===== src/logic/uefr_pkg.sv =====
package uefr_pkg;

   // -------------------------------------------------------------------
   // Register byte addresses on the APB word map
   // -------------------------------------------------------------------
   localparam logic [7:0] ADDR_SCRATCH = 8'h00;     // Scratch, swap to level/mode select
   localparam logic [7:0] ADDR_DIV_LOW = 8'h04;     // Integer divisor low byte
   localparam logic [7:0] ADDR_DIV_HIGH = 8'h08;    // Integer divisor high byte
   localparam logic [7:0] ADDR_DIV_FRAC = 8'h0C;    // Fractional divisor
   localparam logic [7:0] ADDR_DEV_ID = 8'h10;      // Identification, read only
   localparam logic [7:0] ADDR_DEV_REV = 8'h14;     // Revision, read only
   localparam logic [7:0] ADDR_TRIGGER = 8'h18;     // User trigger level, write only
   localparam logic [7:0] ADDR_ESC_COUNT = 8'h1C;   // Escaped FIFO count, read only
   localparam logic [7:0] ADDR_FEATURE = 8'h20;     // Feature control
   localparam logic [7:0] ADDR_LINE_CTRL = 8'h24;   // Line control copy
   localparam logic [7:0] ADDR_ENH_FUNC = 8'h28;    // Enhanced function register
   localparam logic [7:0] ADDR_IRQ_STATUS = 8'h2C;  // Sticky events, write one to clear
   localparam logic [7:0] ADDR_IRQ_MASK = 8'h30;    // Interrupt enables
   localparam logic [7:0] ADDR_MODE_READ = 8'h34;   // Mode select readback

   // -------------------------------------------------------------------
   // Field positions and values
   // -------------------------------------------------------------------
   localparam int FEAT_SWAP_BIT = 6;                // Scratch swap
   localparam int FEAT_TARGET_BIT = 7;              // Trigger target select
   localparam int FEAT_IRDA_INV_BIT = 2;            // IrDA receive inversion
   localparam int FEAT_RESERVED_BIT = 3;            // Kept zero by software
   localparam int ENH_FUNC_ENABLE_BIT = 4;          // Enables fraction access
   localparam int MODE_LSR_IMM_BIT = 6;             // Immediate line status irq
   localparam int MODE_SAMPLE16_BIT = 7;            // 16x sampling
   localparam logic [7:0] LCR_ESCAPE = 8'hBF;       // Escape value of line control
   localparam logic [7:0] DEVICE_ID_VALUE = 8'h5C;  // Arbitrary value
   localparam logic [7:0] DEVICE_REV_VALUE = 8'h03; // Arbitrary value

   // -------------------------------------------------------------------
   // Reset values
   // -------------------------------------------------------------------
   localparam logic [7:0] RST_SCRATCH = 8'hFF;
   localparam logic [7:0] RST_MODE = 8'h80;         // 16x, delayed irq, RX count
   localparam logic [7:0] RST_FEATURE = 8'h00;
   localparam logic [7:0] RST_DIV_LOW = 8'h01;
   localparam logic [7:0] RST_DIV_HIGH = 8'h00;
   localparam logic [7:0] RST_ZERO = 8'h00;
   localparam logic [3:0] RST_IRQ = 4'h0;
   localparam logic [4:0] OVERSAMPLE_8X = 5'd8;
   localparam logic [4:0] OVERSAMPLE_16X = 5'd16;

   // Interrupt status bits
   localparam int IRQ_LSR_ERR = 0;                  // Line status error
   localparam int IRQ_RX_TRIG = 1;                  // RX level reached user trigger
   localparam int IRQ_TX_TRIG = 2;                  // TX level at or below user trigger
   localparam int IRQ_MODE_WR = 3;                  // Mode select written

   // Count mode of the swapped scratch location
   typedef enum logic [1:0] {UEFR_CNT_RX, UEFR_CNT_TX, UEFR_CNT_ALT} uefr_cnt_e;

   // Receive character status from the datapath
   typedef struct packed {
      logic push;       // Character enters the RX FIFO
      logic pop;        // Character reaches the holding register
      logic parity;     // Error tags of that character
      logic framing;
      logic brk;
   } uefr_rxev_s;

   // Derived settings handed to the datapath
   typedef struct packed {
      logic [15:0] div_int;   // Integer divisor
      logic [3:0] div_frac;   // Sixteenths
      logic [5:0] hyst;       // Hysteresis in characters
      logic [4:0] oversample; // 8 or 16
      logic irda_inv;         // Idle-high IrDA input
      logic [7:0] rx_trig;    // User RX trigger
      logic [7:0] tx_trig;    // User TX trigger
   } uefr_cfg_s;

endpackage


===== src/logic/uefr_hyst_lut.sv =====
`timescale 1ns/10ps
`default_nettype none
// Hysteresis code to characters, registered output
module uefr_hyst_lut
(
   input wire logic i_clk,
   input wire logic i_reset,
   input wire logic [3:0] i_code,
   output logic [5:0] o_chars
);
   logic [5:0] chars_next;

   // ------------------------------------------------------------------
   // Lookup
   // ------------------------------------------------------------------
   always_comb
   begin
      unique case (i_code)
         4'h0: chars_next = 6'd0;
         4'h1: chars_next = 6'd4;
         4'h2: chars_next = 6'd6;
         4'h3: chars_next = 6'd8;
         4'h4: chars_next = 6'd8;
         4'h5: chars_next = 6'd16;
         4'h6: chars_next = 6'd24;
         4'h7: chars_next = 6'd32;
         4'h8: chars_next = 6'd40;
         4'h9: chars_next = 6'd44;
         4'hA: chars_next = 6'd48;
         4'hB: chars_next = 6'd52;
         4'hC: chars_next = 6'd12;
         4'hD: chars_next = 6'd20;
         4'hE: chars_next = 6'd28;
         4'hF: chars_next = 6'd36;
      endcase
   end

   // Register the result
   always_ff @(posedge i_clk or posedge i_reset)
   begin
      if (i_reset)
         o_chars <= 6'd0;
      else
         o_chars <= chars_next;
   end
endmodule
`default_nettype wire


===== src/logic/uefr_top.sv =====
// Our own choices: register access over APB and the placing of the registers.
`timescale 1ns/10ps
`default_nettype none
// How it works
// - Swap bit picks scratch or level count
// - Alternate mode reads RX first, then alternates
// - Four-bit code selects RTS hysteresis
// - Base hysteresis bits reset to zero
// - Error interrupt at holding register or FIFO
// - Sampling bit selects 8x or 16x
// - Swapped read returns selected level count
// - Swapped write goes to mode select
// - Divisor is high:low plus fraction/16
// - Fraction accessible only with enhanced enable
// - Trigger write targets RX or TX level
// - Escaped count needs line control escape
// - Inversion bit selects IrDA idle level
module uefr_top
   import uefr_pkg::*;
(
   input wire logic i_clk,
   input wire logic i_reset,
   input wire logic i_psel,
   input wire logic i_penable,
   input wire logic i_pwrite,
   input wire logic [7:0] i_paddr,
   input wire logic [31:0] i_pwdata,
   input wire logic [3:0] i_pstrb,
   input wire logic [7:0] i_rx_level,
   input wire logic [7:0] i_tx_level,
   input wire uefr_pkg::uefr_rxev_s i_rx_event,
   output logic [31:0] o_prdata,
   output logic o_pready,
   output logic o_pslverr,
   output logic o_irq,
   output uefr_pkg::uefr_cfg_s o_cfg
);
   import uefr_pkg::*;

   // ------------------------------------------------------------------
   // State
   // ------------------------------------------------------------------
   logic [7:0] scratch_reg;         // Plain scratch contents
   logic [7:0] mode_reg;            // Enhanced mode select
   logic [7:0] feature_reg;         // Feature control
   logic [7:0] div_low_reg;
   logic [7:0] div_high_reg;
   logic [7:0] div_frac_reg;
   logic [7:0] lcr_reg;             // Line control copy
   logic [7:0] efr_reg;             // Enhanced function register
   logic [7:0] rx_trig_reg;
   logic [7:0] tx_trig_reg;
   logic [3:0] irq_status_reg;
   logic [3:0] irq_mask_reg;
   logic alt_tx_reg;                // Next alternating read gives TX
   logic lsr_pend_reg;              // Line status error event, registered one cycle
   logic [5:0] hyst_chars;
   uefr_cnt_e cnt_mode;

   // ------------------------------------------------------------------
   // APB decode
   // ------------------------------------------------------------------
   wire access = i_psel && i_penable;
   wire wr = access && i_pwrite && i_pstrb[0];
   wire rd = access && !i_pwrite;
   wire swap = feature_reg[FEAT_SWAP_BIT];
   wire enh_en = efr_reg[ENH_FUNC_ENABLE_BIT];
   wire escaped = (lcr_reg == LCR_ESCAPE);
   wire hit_scratch = (i_paddr == ADDR_SCRATCH);
   wire hit_frac = (i_paddr == ADDR_DIV_FRAC);
   wire hit_esc = (i_paddr == ADDR_ESC_COUNT);
   wire [7:0] wbyte = i_pwdata[7:0];
   wire wr_scratch = wr && hit_scratch && !swap;
   wire wr_mode = wr && hit_scratch && swap;
   wire wr_frac = wr && hit_frac && enh_en;
   wire rd_alt = rd && hit_scratch && swap && (cnt_mode == UEFR_CNT_ALT);

   // Count mode: bit 0 low is RX, 01 is TX, 11 alternates
   assign cnt_mode = !mode_reg[0] ? UEFR_CNT_RX :
                     (mode_reg[1] ? UEFR_CNT_ALT : UEFR_CNT_TX);

   // Level count at the swapped scratch location
   wire [7:0] swap_level = (cnt_mode == UEFR_CNT_RX) ? i_rx_level :
                           (cnt_mode == UEFR_CNT_TX) ? i_tx_level :
                           (alt_tx_reg ? i_tx_level : i_rx_level);

   // Escaped count follows the trigger target select
   wire [7:0] esc_count = feature_reg[FEAT_TARGET_BIT] ? i_tx_level : i_rx_level;

   // ------------------------------------------------------------------
   // Read mux
   // ------------------------------------------------------------------
   logic [7:0] rdata;
   logic bad_addr;
   always_comb
   begin
      rdata = 8'h00;
      bad_addr = 1'b0;
      unique case (i_paddr)
         ADDR_SCRATCH: rdata = swap ? swap_level : scratch_reg;
         ADDR_DIV_LOW: rdata = div_low_reg;
         ADDR_DIV_HIGH: rdata = div_high_reg;
         ADDR_DIV_FRAC:
         begin
            rdata = enh_en ? div_frac_reg : 8'h00;
            bad_addr = !enh_en;
         end
         ADDR_DEV_ID: rdata = DEVICE_ID_VALUE;
         ADDR_DEV_REV: rdata = DEVICE_REV_VALUE;
         ADDR_TRIGGER: rdata = 8'h00;                            // Write only
         ADDR_ESC_COUNT:
         begin
            rdata = escaped ? esc_count : 8'h00;
            bad_addr = !escaped;
         end
         ADDR_FEATURE: rdata = feature_reg;
         ADDR_LINE_CTRL: rdata = lcr_reg;
         ADDR_ENH_FUNC: rdata = efr_reg;
         ADDR_IRQ_STATUS: rdata = {4'h0, irq_status_reg};
         ADDR_IRQ_MASK: rdata = {4'h0, irq_mask_reg};
         ADDR_MODE_READ: rdata = mode_reg;
         default: bad_addr = 1'b1;
      endcase
   end

   // ------------------------------------------------------------------
   // Bus answer: ready on every access phase, one cycle
   // ------------------------------------------------------------------
   always_ff @(posedge i_clk or posedge i_reset)
   begin
      if (i_reset)
      begin
         o_pready <= 1'b0;
         o_pslverr <= 1'b0;
         o_prdata <= 32'h0000_0000;
      end
      else
      begin
         o_pready <= i_psel && !i_penable;
         o_pslverr <= i_psel && !i_penable && bad_addr;
         o_prdata <= (i_psel && !i_penable && !i_pwrite) ? {24'h00_0000, rdata} : 32'h0000_0000;
      end
   end
   // Transfer completes when master sees pready in access phase
   wire done = access && o_pready;
   wire done_wr = wr && o_pready;

   // ------------------------------------------------------------------
   // Scratch and mode registers
   // ------------------------------------------------------------------
   always_ff @(posedge i_clk or posedge i_reset)
   begin
      if (i_reset)
      begin
         scratch_reg <= RST_SCRATCH;
         mode_reg <= RST_MODE;
      end
      else
      begin
         if (wr_scratch && o_pready)
            scratch_reg <= wbyte;
         if (wr_mode && o_pready)
            mode_reg <= wbyte;
      end
   end

   // Alternation pointer
   always_ff @(posedge i_clk or posedge i_reset)
   begin
      if (i_reset)
         alt_tx_reg <= 1'b0;
      else if (wr_mode && o_pready)
         alt_tx_reg <= 1'b0;
      else if (rd_alt && o_pready)
         alt_tx_reg <= !alt_tx_reg;
   end

   // ------------------------------------------------------------------
   // Feature, line control, enhanced function, divisor
   // ------------------------------------------------------------------
   always_ff @(posedge i_clk or posedge i_reset)
   begin
      if (i_reset)
      begin
         feature_reg <= RST_FEATURE;
         lcr_reg <= RST_ZERO;
         efr_reg <= RST_ZERO;
         div_low_reg <= RST_DIV_LOW;
         div_high_reg <= RST_DIV_HIGH;
         div_frac_reg <= RST_ZERO;
      end
      else if (done_wr)
      begin
         if (i_paddr == ADDR_FEATURE)
            feature_reg <= wbyte;
         if (i_paddr == ADDR_LINE_CTRL)
            lcr_reg <= wbyte;
         if (i_paddr == ADDR_ENH_FUNC)
            efr_reg <= wbyte;
         if (i_paddr == ADDR_DIV_LOW)
            div_low_reg <= wbyte;
         if (i_paddr == ADDR_DIV_HIGH)
            div_high_reg <= wbyte;
         if (wr_frac)
            div_frac_reg <= wbyte;
      end
   end

   // ------------------------------------------------------------------
   // User trigger levels
   // ------------------------------------------------------------------
   always_ff @(posedge i_clk or posedge i_reset)
   begin
      if (i_reset)
      begin
         rx_trig_reg <= RST_ZERO;
         tx_trig_reg <= RST_ZERO;
      end
      else if (done_wr && i_paddr == ADDR_TRIGGER)
      begin
         if (feature_reg[FEAT_TARGET_BIT])
            tx_trig_reg <= wbyte;
         else
            rx_trig_reg <= wbyte;
      end
   end

   // ------------------------------------------------------------------
   // Line status error interrupt timing
   // ------------------------------------------------------------------
   wire rx_err = i_rx_event.parity || i_rx_event.framing || i_rx_event.brk;
   wire lsr_imm = mode_reg[MODE_LSR_IMM_BIT];
   wire lsr_event = lsr_imm ? (i_rx_event.push && rx_err)
                            : (i_rx_event.pop && rx_err);
   always_ff @(posedge i_clk or posedge i_reset)
   begin
      if (i_reset)
         lsr_pend_reg <= 1'b0;
      else
         lsr_pend_reg <= lsr_event;
   end

   // ------------------------------------------------------------------
   // Interrupt status and mask
   // ------------------------------------------------------------------
   wire [3:0] ev;
   assign ev[IRQ_LSR_ERR] = lsr_pend_reg;
   assign ev[IRQ_RX_TRIG] = (rx_trig_reg != 8'h00) && (i_rx_level >= rx_trig_reg);
   assign ev[IRQ_TX_TRIG] = (tx_trig_reg != 8'h00) && (i_tx_level <= tx_trig_reg);
   assign ev[IRQ_MODE_WR] = wr_mode && o_pready;
   wire clr_status = done_wr && i_paddr == ADDR_IRQ_STATUS;
   wire [3:0] status_next = (irq_status_reg & ~(clr_status ? wbyte[3:0] : 4'h0)) | ev;
   always_ff @(posedge i_clk or posedge i_reset)
   begin
      if (i_reset)
      begin
         irq_status_reg <= RST_IRQ;
         irq_mask_reg <= RST_IRQ;
         o_irq <= 1'b0;
      end
      else
      begin
         irq_status_reg <= status_next;                           // Set beats clear
         if (done_wr && i_paddr == ADDR_IRQ_MASK)
            irq_mask_reg <= wbyte[3:0];
         o_irq <= |(status_next & irq_mask_reg);
      end
   end

   // ------------------------------------------------------------------
   // Hysteresis and config output
   // ------------------------------------------------------------------
   uefr_hyst_lut u_hyst
   (
      .i_clk(i_clk),
      .i_reset(i_reset),
      .i_code({mode_reg[5:4], feature_reg[1:0]}),
      .o_chars(hyst_chars)
   );

   always_ff @(posedge i_clk or posedge i_reset)
   begin
      if (i_reset)
         o_cfg <= '0;
      else
      begin
         o_cfg.div_int <= {div_high_reg, div_low_reg};
         o_cfg.div_frac <= div_frac_reg[3:0];
         o_cfg.hyst <= hyst_chars;
         o_cfg.oversample <= mode_reg[MODE_SAMPLE16_BIT] ? OVERSAMPLE_16X : OVERSAMPLE_8X;
         o_cfg.irda_inv <= feature_reg[FEAT_IRDA_INV_BIT];
         o_cfg.rx_trig <= rx_trig_reg;
         o_cfg.tx_trig <= tx_trig_reg;
      end
   end

   // ------------------------------------------------------------------
   // Checks
   // ------------------------------------------------------------------
   AST_SWAP_WRITE: assert property (@(posedge i_clk) disable iff (i_reset)
      (wr_mode && o_pready) |=> (mode_reg == $past(wbyte)) && $stable(scratch_reg))
      else $error("Swapped write missed mode select");
   AST_PLAIN_READ: assert property (@(posedge i_clk) disable iff (i_reset)
      (i_psel && !i_penable && !i_pwrite && hit_scratch && !swap) |=> o_prdata[7:0] == $past(scratch_reg))
      else $error("Scratch read wrong");
   AST_ALT_FIRST_RX: assert property (@(posedge i_clk) disable iff (i_reset)
      (wr_mode && o_pready) |=> !alt_tx_reg)
      else $error("Mode write did not restart alternation");
   AST_ALT_TOGGLE: assert property (@(posedge i_clk) disable iff (i_reset)
      (rd_alt && o_pready && !wr_mode) |=> alt_tx_reg != $past(alt_tx_reg))
      else $error("Alternation did not toggle");
   AST_LEVEL_READ: assert property (@(posedge i_clk) disable iff (i_reset)
      (i_psel && !i_penable && !i_pwrite && hit_scratch && swap) |=> o_prdata[7:0] == $past(swap_level))
      else $error("Level read wrong");
   AST_HYST: assert property (@(posedge i_clk) disable iff (i_reset)
      ({mode_reg[5:4], feature_reg[1:0]} == 4'hB) [*2] |=> o_cfg.hyst == 6'd52)
      else $error("Hysteresis wrong");
   AST_FRAC_LOCK: assert property (@(posedge i_clk) disable iff (i_reset)
      (!enh_en && !(done_wr && i_paddr == ADDR_ENH_FUNC)) |=> $stable(div_frac_reg))
      else $error("Fraction changed while locked");
   AST_DIVISOR: assert property (@(posedge i_clk) disable iff (i_reset)
      1'b1 |=> o_cfg.div_int == $past({div_high_reg, div_low_reg}))
      else $error("Divisor wrong");
   AST_TRIG_TX: assert property (@(posedge i_clk) disable iff (i_reset)
      (done_wr && i_paddr == ADDR_TRIGGER && feature_reg[FEAT_TARGET_BIT]) |=> tx_trig_reg == $past(wbyte))
      else $error("TX trigger not written");
   AST_LSR_DELAY: assert property (@(posedge i_clk) disable iff (i_reset)
      (!lsr_imm && i_rx_event.push && !i_rx_event.pop) |=> !lsr_pend_reg)
      else $error("Delayed mode fired early");
   AST_SAMPLE: assert property (@(posedge i_clk) disable iff (i_reset)
      !mode_reg[MODE_SAMPLE16_BIT] |=> o_cfg.oversample == OVERSAMPLE_8X)
      else $error("Oversample wrong");
   AST_ESC_READ: assert property (@(posedge i_clk) disable iff (i_reset)
      (i_psel && !i_penable && !i_pwrite && hit_esc && !escaped) |=> o_prdata == 32'h0000_0000)
      else $error("Escaped count visible");
   COV_ALT: cover property (@(posedge i_clk) rd_alt && o_pready ##[1:20] rd_alt && o_pready);
   COV_SWAP_WR: cover property (@(posedge i_clk) wr_mode && o_pready);
   COV_IRQ: cover property (@(posedge i_clk) o_irq);
endmodule
`default_nettype wire


===== config.mk =====
export PLATFORM = sky130hd
export DESIGN_NAME = uefr_top
export DESIGN_NICKNAME = d
export VERILOG_FILES = /design/src/logic/uefr_pkg.sv /design/src/logic/uefr_hyst_lut.sv /design/src/logic/uefr_top.sv
export SDC_FILE = /design/constraint.sdc
export NUM_CORES = 1
export LEC_CHECK = 0
export ABC_CLOCK_PERIOD_IN_PS = 10300
export BUFFER_PORTS_ARGS = -buffer_cell sky130_fd_sc_hd__buf_2
export CORE_UTILIZATION = 59
export CTS_CLUSTER_DIAMETER = 60
export DETAILED_ROUTE_END_ITERATION = 6
export HOLD_SLACK_MARGIN = 0.1
export PLACE_DENSITY = 0.86
export SYNTH_ARGS = -nofsm -noshare
export SYNTH_HDL_FRONTEND = slang
export SYNTH_SLANG_ARGS = --single-unit

===== constraint.sdc =====
create_clock -name i_clk -period 10.3 [get_ports i_clk]
set_input_delay 1.545 -clock i_clk [delete_from_list [all_inputs] [get_ports i_clk]]
set_output_delay 1.545 -clock i_clk [all_outputs]
set_load 0.03 [all_outputs]

==> metrics.txt, run 1 <==
Tot Pwr=1.31 mW; Clk pin slew, worst setup/hold paths=0.06 ns; CTS Buffer Depth=2; commonest cells after routing, fill and taps aside=sky130_fd_sc_hd__dfrtp_1, sky130_fd_sc_hd__buf_2, sky130_fd_sc_hd__mux2_2; Logic pwr share=6.4%; largest cells by area after synthesis=sky130_fd_sc_hd__dfrtp_1, sky130_fd_sc_hd__mux2_2, sky130_fd_sc_hd__dfstp_2; Die X-Extent=111 um; # H-tree levels=4; number of sinks on the clock net=150; fraction of layout cells with a size suffix above 1=32.9%; remaining antenna violation count=0; number of global-route vias before repair=5131; Core Rows=39; root buffer cell=sky130_fd_sc_hd__clkbuf_16; share of power burned in the clock network=47.9%; Worst setup SP type=input pin; Syn Std Cell Area=7030 um^2; family of cells with the greatest summed delay on the critical path=simple AND/OR/NAND/NOR gates; post-synthesis sequential area ratio=53.6%; source of the worst hold timing path=u_hyst.o_chars[1]; post-detailed-routing wire length=19.2 mm; source of the worst register-to-register timing path=o_pready; total of fill cells in the finished design=824; summed negative setup slack over all endpoints=0 ns; routed vias/inst=6.11; Largest register FFs=44; transition time at the pin with the least slew margin=1.17 ns; register-to-register setup slack=7.50 ns; Yosys top cell area share=49.8%; kind of critical path=in -> reg; Initial Utilization=61.0%; clock tree from TritonCTS=yes; count of inserted antenna diode cells=0; area added between synthesis and finish=15.5%; number of antenna violations at the first check in global routing=0; warning count from the yosys run=0; die boundary height=111 um; total congestion overflow after global routing=0; global-route wire length before repair=29.8 mm; crit path time final=4.07 ns; outcome=finished, violations left; critical path cell sequence=buf_2, nor4_1, buf_4, nand2_1, nor4_2, buf_4, mux2_2; Bufs and invs on worst path=3; RSZ-0062 raised after global routing=no; length of the first detailed-routing pass in iterations=7; number of synthesized flops with an enable pin=0; leading area contributor after synthesis=sky130_fd_sc_hd__dfrtp_1; register containing the most flip-flops in the final layout=o_cfg; cell with the largest stage delay on the worst path=sky130_fd_sc_hd__nor4_1; total count of hold-check failures in the final report=0; Hold/Removal Path Class=reg -> reg; power density of the placed cells=161 nW/um^2; synthesis-stage register bit count=150; VDD IR-drop max=0.000146 V; terminus of the critical flop-to-flop path=div_frac_reg[0]; required time of the critical path=10.61 ns; DR iter-0 viols=401; total I/O pin count=153; proportion of register bits with asynchronous set or reset after synthesis=100%; Min-Delay Endpoint=o_cfg[23]; period utilization=39.6%; Util after Layout=70.5%; global placement routability congestion=0.939; hold buffer count at CTS=0; post-CTS setup-driven buffer insertion count=0; Pins Over Slew Limit=0; CP Max Fanout=30; clock latency at the later pin of the worst-skew pair=0.43 ns; maximum achievable frequency=0.245 GHz; count of placed standard cells including taps=813; number of violations of the max-capacitance limit=0; Int Pwr=1.01 mW; non-filler instance count after layout=845; Critical Path End Type=flip-flop; floorplan die area=12400 um^2; failing checks=DRC; dominant synthesized flop cell=sky130_fd_sc_hd__dfrtp_1; Num CTS Buffers=17; reg2reg path depth=4; Residual DRC=13; critical path arrival=4.39 ns; P_leak=4.02 nW; number of standard cells after synthesis=597; sequential power share=45.7%; post-DP HPWL=13.4 mm; number of distinct standard cells referenced by the synthesized netlist=59; total number of vias=5167; fraction of power spent switching nets=22.9%; area inside the core boundary=11500 um^2; routed wirelength normalized by instance count=22.7 um; slew margin rel.=21.0%; maximum number of pins on one net before global-route repair=93; Worst Skew=0.00577 ns; cell count of the worst hold path=0; Most Frequent Cell on Critical Path=sky130_fd_sc_hd__buf_4; CTS-repair resized insts=0; overall track demand over capacity in global routing=33.0%; Setup Viol. Count Final=0; leading cell type in the layout, fill and taps excluded=sky130_fd_sc_hd__dfrtp_1; number of I/O port buffers=97; Sw Pwr=300 uW; mean instance size in the synthesized netlist=11.8 um^2; final-stage net count=777; critical path's largest stage delay=0.69 ns
routing by layer:
metal / GRT usage [%] / wire, um / vias to the layer above
met1: 45.9 / 8350 / 2578
li1: - / - / 2286
met5: 0 / 0 / -
met4: 13.4 / 695 / 0
met3: 6.83 / 1250 / 55
met2: 50.7 / 8910 / 248
through the flow:
stage	hold slack, ns	cell area (um^2)	setup WS (ns)
2_1_floorplan	0.331	7130	4.74
3_3_place_gp	0.332	7510	5.94
3_5_place_dp	0.335	7510	5.89
4_1_cts	0.351	8120	6.31
5_1_grt	0.361	8120	6.06
6_report	0.351	8120	6.23
cells in the mapped netlist (5+ instances only):
cell / instances
sky130_fd_sc_hd__dfrtp_1: 140
sky130_fd_sc_hd__a31oi_1: 12
sky130_fd_sc_hd__mux2_2: 74
sky130_fd_sc_hd__nand3_1: 12
sky130_fd_sc_hd__nor3_1: 9
sky130_fd_sc_hd__nand2_1: 35
sky130_fd_sc_hd__ha_1: 18
sky130_fd_sc_hd__o21ai_0: 27
sky130_fd_sc_hd__nand4_1: 8
sky130_fd_sc_hd__a21oi_1: 16
sky130_fd_sc_hd__dfstp_2: 10
sky130_fd_sc_hd__a22oi_1: 7
sky130_fd_sc_hd__buf_4: 29
sky130_fd_sc_hd__clkbuf_1: 15
sky130_fd_sc_hd__a211o_1: 9
sky130_fd_sc_hd__buf_1: 5
sky130_fd_sc_hd__inv_1: 27
sky130_fd_sc_hd__nor2_1: 26
sky130_fd_sc_hd__mux2i_1: 26
sky130_fd_sc_hd__o22ai_1: 5
sky130_fd_sc_hd__nor4_1: 12
sky130_fd_sc_hd__nor2b_1: 6
sky130_fd_sc_hd__buf_2: 6
power groups by stage:
stage          Sequential (mW)  Combinational [mW]  Clock (mW)
2_1_floorplan            0.609              0.0590           0
3_3_place_gp             0.608              0.0814           0
3_5_place_dp             0.608              0.0834           0
4_1_cts                  0.598              0.0839       0.633
5_1_grt                  0.599              0.0922       0.659
6_report                 0.598              0.0844       0.626
layout make-up:
cell class	count	area (um^2)	share of cell area, %
Timing Repair Buffer	103	531	6.53
Multi-Input combinational cell	390	2930	36.1
Inverter	27	106	1.31
Clock inverter	6	88.8	1.09
Sequential cell	150	3770	46.4
Clock buffer	26	519	6.40
Tap cell	143	179	2.20
worst max path at each step:
stage               start          end  slack, ns  cells after the start
2_1_floorplan     i_reset   alt_tx_reg       4.74                      1
3_3_place_gp   i_paddr[3]  mode_reg[0]       5.94                      7
3_5_place_dp   i_paddr[3]  mode_reg[4]       5.89                      7
4_1_cts        i_paddr[3]  mode_reg[0]       6.31                      7
5_1_grt        i_paddr[3]  mode_reg[4]       6.06                      7
6_report       i_paddr[3]  mode_reg[0]       6.23                      7
kinds of logic after synthesis:
| kind of cell | after synthesis | share of synthesized area (%) |
|---|---|---|
| buffers and inverters | 84 | 6.27 |
| other | 1 | 0.0534 |
| AND/OR/NAND/NOR | 139 | 11.6 |
| flip-flops | 150 | 53.6 |
| AO/OA/AOI/OAI | 105 | 9.76 |
| multiplexers | 100 | 15.6 |
| adder cells (fa/ha/maj) | 18 | 3.20 |
(Power assumes the default switching activity.)
==> inputs of run 2 (changes only) <==
Settings changed: ABC_AREA set to 1, ABC_CLOCK_PERIOD_IN_PS 10300 to 3900, CORE_UTILIZATION 59 to 55, PLACE_DENSITY 0.86 to 0.8.
Clock period 10.3 ns to 3.9 ns, I/O delays scaled along.
==> run 2 against run 1 <==
Against the previous run: the flow now finishes without violations; global-route usage decreased by 5.9 points; synthesized cell count increased by 39%; routed wire length decreased by 12%; critical path depth increased by 3; combinational power increased by 130%; largest power group unchanged; worst hold slack got worse by 0.0030 ns; flip-flop and latch count unchanged; sequential power increased to 2.6 times the previous value; cell count increased by 31%.
==> metrics.txt, run 2 <==
outcome=complete, no violations; share of power burned in the clock network=48.0% (about the same); # H-tree levels=4 (unchanged); Num CTS Buffers=17 (unchanged); Min-Delay Endpoint=o_cfg[27]; global-route wire length before repair=26.9 mm (-9.8%); maximum number of pins on one net before global-route repair=151 (+62%); Initial Utilization=56.3% (-4.8 points); critical path's largest stage delay=0.69 ns (about the same); CTS-repair resized insts=0 (unchanged); Most Frequent Cell on Critical Path=sky130_fd_sc_hd__nor2_1; smallest hold slack=0.348 ns (-0.00304 ns); hold buffer count at CTS=0 (unchanged); VDD IR-drop max=0.000289 V (+98%); number of I/O port buffers=97 (unchanged); slew margin rel.=39.7% (+19 points); Clk pin slew, worst setup/hold paths=0.06 ns (about the same); critical path arrival=2.49 ns (-1.90 ns); length of the first detailed-routing pass in iterations=5 (-2); transition time at the pin with the least slew margin=0.901 ns (-0.269 ns); summed negative setup slack over all endpoints=0 ns (unchanged); warning count from the yosys run=0 (unchanged); Worst Skew=0.00854 ns (+0.00276 ns); number of antenna violations at the first check in global routing=0 (unchanged); number of sinks on the clock net=150 (unchanged); number of violations of the max-capacitance limit=0 (unchanged); Largest register FFs=44 (unchanged); Yosys top cell area share=49.3% (-0.51 points); synthesis-stage register bit count=150 (unchanged); fraction of layout cells with a size suffix above 1=17.9% (-15 points); routed vias/inst=5.27 (-14%); source of the worst hold timing path=u_hyst.o_chars[5]; RSZ-0062 raised after global routing=no; proportion of register bits with asynchronous set or reset after synthesis=100% (unchanged); CTS Buffer Depth=2 (unchanged); clock latency at the later pin of the worst-skew pair=0.42 ns (about the same); largest cells by area after synthesis=sky130_fd_sc_hd__dfrtp_1, sky130_fd_sc_hd__nand2_1, sky130_fd_sc_hd__o21ai_0; Worst setup SP type=input pin; DR iter-0 viols=562 (+40%); Pins Over Slew Limit=0 (unchanged); CP Launch Point=i_paddr[7]; root buffer cell=sky130_fd_sc_hd__clkbuf_16; routed wirelength normalized by instance count=15.4 um (-32%); Syn Std Cell Area=7100 um^2 (+1.0%); sequential power share=46.3% (+0.6 points); kind of critical path=in -> reg; required time of the critical path=4.22 ns (-6.39 ns); maximum achievable frequency=0.461 GHz; count of inserted antenna diode cells=0 (unchanged); leading cell type in the layout, fill and taps excluded=sky130_fd_sc_hd__nand2_1; area added between synthesis and finish=14.6%; die boundary height=116 um (+4.0%); post-detailed-routing wire length=17.0 mm (-12%); Critical Path End Type=flip-flop; Logic pwr share=5.6% (-0.8 points); Setup Viol. Count Final=0 (unchanged); post-DP HPWL=11.5 mm (-14%); worst slack after detailed placement=1.37 ns (-4.53 ns); cell count of the worst hold path=0 (unchanged); period utilization=55.6%; P_leak=4.20 nW (+4.4%); floorplan die area=13400 um^2 (+8.2%); most frequent cell after synthesis=sky130_fd_sc_hd__nand2_1; clock tree from TritonCTS=yes; total I/O pin count=153 (unchanged); power density of the placed cells=416 nW/um^2 (+160%); register-to-register setup slack=1.80 ns (-5.70 ns); total number of vias=5815 (+13%); number of synthesized flops with an enable pin=0 (unchanged); number of distinct standard cells referenced by the synthesized netlist=36 (-39%); Die X-Extent=116 um (+4.0%); number of standard cells after synthesis=827 (+39%); overall track demand over capacity in global routing=27.1% (-5.9 points); worst-case setup margin in the final layout=1.73 ns (-4.49 ns); commonest cells in the netlist=sky130_fd_sc_hd__nand2_1, sky130_fd_sc_hd__dfrtp_1, sky130_fd_sc_hd__o21ai_0, sky130_fd_sc_hd__nor2_1, sky130_fd_sc_hd__inv_1; source of the worst register-to-register timing path=feature_reg[6]; commonest cells after routing, fill and taps aside=sky130_fd_sc_hd__nand2_1, sky130_fd_sc_hd__dfrtp_1, sky130_fd_sc_hd__o21ai_0; number of global-route vias before repair=5323 (+3.7%); final-stage net count=1007 (+30%); Core Rows=41 (+5.1%); post-synthesis sequential area ratio=53.0% (-0.55 points); CP Max Fanout=14 (-53%); crit path time final=2.17 ns; leading area contributor after synthesis=sky130_fd_sc_hd__dfrtp_1; reg2reg path depth=8 (+4); Int Pwr=2.57 mW (+150%); remaining antenna violation count=0 (unchanged); Hold/Removal Path Class=reg -> reg; dominant synthesized flop cell=sky130_fd_sc_hd__dfrtp_1; terminus of the critical flop-to-flop path=o_irq; global placement routability congestion=0.901 (-4.1%); total congestion overflow after global routing=0 (unchanged); Sw Pwr=814 uW (+170%); cell with the largest stage delay on the worst path=sky130_fd_sc_hd__nor2_1; mean instance size in the synthesized netlist=8.59 um^2 (-27%); critical path cell sequence=buf_2, nor2_4, inv_1, nor2_1, nand2_1, o21ai_0, nor2_1, nand3b_1, nand2_1, nor2_1; fraction of power spent switching nets=24.0% (+1.2 points); total count of hold-check failures in the final report=0 (unchanged); post-CTS setup-driven buffer insertion count=0 (unchanged); register containing the most flip-flops in the final layout=o_cfg; area inside the core boundary=12600 um^2 (+9.6%); Residual DRC=0 (-13)
==> run 2: through the flow <==
stage               cell area (um^2)  instances  power, mW  util, %
finish                          8130       1104       3.38     64.5
global placement                7550       1072       1.78     59.8
CTS                             8130       1104       3.39     64.5
global route                    8130       1104       3.48     64.5
detailed placement              7550       1072       1.78     59.8
floorplan                       7210        854       1.74        -
==> run 2: cell type report <==
class	instances	area, um^2
fillers	1047	4490
flip-flops and latches	150	3770
multi-input cells	580	2780
repair buffers	99	513
clock buffers	19	443
inverters	71	270
well taps	172	215
clock inverters	13	145
==> run 2: power groups by stage <==
stage	Sequential, mW	Clock [mW]	Combinational (mW)
after floorplan	1.60	0	0.138
after global placement	1.60	0	0.186
after detailed placement	1.60	0	0.189
after CTS	1.57	1.64	0.190
after global routing	1.57	1.70	0.211
final	1.57	1.63	0.191
==> run 2: worst max-delay path, delay by kind of cell <==
family | cells | cell delay (ns)
buffers and inverters | 2 | 0.20
AO/OA/AOI/OAI | 1 | 0.11
AND/OR/NAND/NOR | 7 | 1.58
==> run 2: logic make-up after synthesis <==
| family | after synthesis | share of synthesized area (%) |
|---|---|---|
| AO/OA/AOI/OAI | 132 | 9.55 |
| adder cells (fa/ha/maj) | 18 | 3.17 |
| buffers and inverters | 124 | 9.22 |
| flip-flops | 150 | 53.0 |
| multiplexers | 1 | 0.159 |
| other | 1 | 0.0528 |
| AND/OR/NAND/NOR | 401 | 24.8 |
==> run 2: metal layers <==
layer	global-route usage, %	routed length (um)	vias to the layer above
met1	35.0	7220	2750
met2	42.8	7910	245
met3	5.65	1150	47
li1	-	-	2773
met5	0	0	-
met4	15.1	697	0
==> run 2: how the worst max path moves through the flow <==
| stage | cells past startpoint | endpoint | slack [ns] |
|---|---|---|---|
| 3_5_place_dp | 10 | o_prdata[1] | 1.37 |
| 6_report | 10 | o_prdata[6] | 1.73 |
| 2_1_floorplan | 1 | alt_tx_reg | 1.43 |
| 3_3_place_gp | 10 | o_prdata[1] | 1.44 |
| 5_1_grt | 8 | o_irq | 1.57 |
| 4_1_cts | 10 | o_prdata[1] | 1.80 |
==> inputs of run 3 (changes only) <==
Settings changed: ABC_CLOCK_PERIOD_IN_PS 3900 to 2190.
Clock period 3.9 ns to 2.19 ns, I/O delays scaled along.
==> run 3 against run 2 <==
Against the previous run: the run now ends with DRC left; core utilization grew 1.2 points; critical path depth shrank 2; clock skew shrank 0.0015 ns; worst hold slack lost 0.23 ns; register-to-register slack lost 1.4 ns; first-iteration DRC count grew 21%; critical endpoint is now o_irq; largest power group unchanged.
==> metrics.txt, run 3 (same netlist as run 2, synthesis figures left out) <==
RSZ-0062 raised after global routing=no; required time of the critical path=2.55 ns (-1.67 ns); P_leak=4.28 nW (+1.9%); critical path arrival=2.16 ns (-0.33 ns); kind of critical path=reg -> reg; leading cell type in the layout, fill and taps excluded=sky130_fd_sc_hd__nand2_1; register-to-register setup slack=0.39 ns (-1.41 ns); area added between synthesis and finish=16.7%; routed vias/inst=5.35 (+1.7%); post-detailed-routing wire length=17.7 mm (+4.2%); count of inserted antenna diode cells=0 (unchanged); Clk pin slew, worst setup/hold paths=0.06 ns (about the same); CTS-repair resized insts=0 (unchanged); total of fill cells in the finished design=1039 (-0.76%); routed wirelength normalized by instance count=15.9 um (+3.3%); CP Max Fanout=18 (+4); global placement routability congestion=0.956 (+6.1%); number of I/O port buffers=97 (unchanged); number of violations of the max-capacitance limit=0 (unchanged); number of sinks on the clock net=150 (unchanged); Num CTS Buffers=17 (unchanged); Critical Path End Type=flip-flop; overall track demand over capacity in global routing=29.0% (+2.0 points); DR iter-0 viols=681 (+21%); clock latency at the later pin of the worst-skew pair=0.43 ns (about the same); remaining antenna violation count=0 (unchanged); failing checks=DRC; root buffer cell=sky130_fd_sc_hd__clkbuf_16; critical path's largest stage delay=0.52 ns (-0.17 ns); summed negative setup slack over all endpoints=0 ns (unchanged); number of antenna violations at the first check in global routing=0 (unchanged); period utilization=82.3%; critical path depth=8 (-2); critical path cell sequence=inv_1, nor3_1, nand4_4, nand2_1, nand2_1, nand2_1, inv_1, nand3_1; Setup Viol. Count Final=0 (unchanged); smallest hold slack=0.117 ns (-0.230 ns); source of the worst register-to-register timing path=feature_reg[6]; # H-tree levels=4 (unchanged); maximum achievable frequency=0.555 GHz; VDD IR-drop max=0.000473 V (+64%); CTS Buffer Depth=2 (unchanged); CP Launch Point=feature_reg[6]; total congestion overflow after global routing=0 (unchanged); Final Cell Area=8290 um^2 (+1.9%); Core Rows=41 (unchanged); maximum number of pins on one net before global-route repair=52 (-66%); crit path time final=1.80 ns; reg2reg path depth=8 (unchanged); Most Frequent Cell on Critical Path=sky130_fd_sc_hd__nand2_1; cell with the largest stage delay on the worst path=sky130_fd_sc_hd__dfrtp_1; die boundary height=116 um (unchanged); floorplan die area=13400 um^2 (unchanged); area taken by multi-input logic gates=2780 um^2 (unchanged); total number of vias=5965 (+2.6%); post-DP HPWL=12.1 mm (+5.4%); slew margin rel.=58.3% (+19 points); fraction of layout cells with a size suffix above 1=18.5% (+0.55 points); Initial Utilization=56.3% (unchanged); number of global-route vias before repair=5531 (+3.9%); outcome=finished, violations left; Residual DRC=1 (+1); final-stage net count=1017 (+0.99%); Tot Pwr=6.33 mW (+87%); family of cells with the greatest summed delay on the critical path=simple AND/OR/NAND/NOR gates; area inside the core boundary=12600 um^2 (unchanged); commonest cells after routing, fill and taps aside=sky130_fd_sc_hd__nand2_1, sky130_fd_sc_hd__dfrtp_1, sky130_fd_sc_hd__o21ai_0; Hold/Removal Path Class=in -> reg; Util after Layout=65.7% (+1.2 points); total placed instance area=7640 um^2 (+1.2%); length of the first detailed-routing pass in iterations=7 (+2); Pins Over Slew Limit=0 (unchanged); register containing the most flip-flops in the final layout=o_cfg; CP endpoint=o_irq; Worst Skew=0.00703 ns (-0.00151 ns); Bufs and invs on worst path=2 (unchanged); transition time at the pin with the least slew margin=0.626 ns (-0.275 ns); total count of hold-check failures in the final report=0 (unchanged); terminus of the critical flop-to-flop path=o_irq; total I/O pin count=153 (unchanged); global-route wire length before repair=28.5 mm (+6.0%); clock tree from TritonCTS=yes; area taken by flip-flops and latches=3770 um^2 (unchanged); Worst setup SP type=flip-flop; Largest register FFs=44 (unchanged); Die X-Extent=116 um (unchanged); power density of the placed cells=764 nW/um^2 (+84%)
run 3: cell types whose count changed in the layout (fill, tap and decap cells not counted), sizes merged:
cell,before,now
bufinv,2,5
clkinv,4,3
buf,99,108
clkbuf,19,20
inv,74,71
dlygate4sd3,0,1
run 3: worst min path at each step:
| stage | end | cells past startpoint | from | slack, ns |
|---|---|---|---|---|
| floorplan | o_cfg[23] | 0 | u_hyst.o_chars[1] | 0.33 |
| global placement | o_cfg[23] | 0 | u_hyst.o_chars[1] | 0.33 |
| detailed placement | o_cfg[27] | 0 | u_hyst.o_chars[5] | 0.34 |
| CTS | o_pready | 2 | i_penable | 0.11 |
| global route | o_pready | 2 | i_penable | 0.13 |
| finish | o_pready | 2 | i_penable | 0.12 |
run 3: stage by stage:
| stage | setup WS, ns | std cells |
|---|---|---|
| 6_report | 0.387 | 1114 |
| 3_5_place_dp | 0.332 | 1081 |
| 4_1_cts | 0.405 | 1114 |
| 5_1_grt | 0.201 | 1114 |
| 2_1_floorplan | -0.0193 | 854 |
| 3_3_place_gp | 0.372 | 1081 |
run 3: worst register-to-register path, delay by kind of cell, from the launching register on:
family / cells / cell delay (ns)
AND/OR/NAND/NOR: 6 / 1.07
buffers and inverters: 2 / 0.14
flip-flops: 1 / 0.52
run 3: timing repair:
| item | 4_1_cts | 5_1_grt |
|---|---|---|
| hold endpoints to repair | 21 | 0 |
| setup buffers | 0 | 0 |
| hold buffers | 1 | 0 |
run 3: layer usage:
| metal | vias up | GRT usage (%) | part of all wire, % |
|---|---|---|---|
| li1 | 2791 | - | - |
| met1 | 2794 | 37.2 | 40 |
| met2 | 313 | 45.8 | 47 |
| met3 | 67 | 5.54 | 7.3 |
| met4 | 0 | 18.4 | 4.8 |
| met5 | - | 0 | 0 |
run 3: final cells by class:
cell class                 instances  area share (%)
inverter                          71            3.26
sequential                       150            45.4
timing repair buffer             109            7.43
multi-input combinational        580            33.6
clock buffer                      20            5.27
tap                              172            2.60
clock inverter                    12            2.46
run 3: report_power, final:
group          leakage (nW)  internal [mW]  switching, mW
clock                 0.301           2.03           1.16
combinational          1.94         0.0830          0.271
sequential             2.04           2.79        0.00707
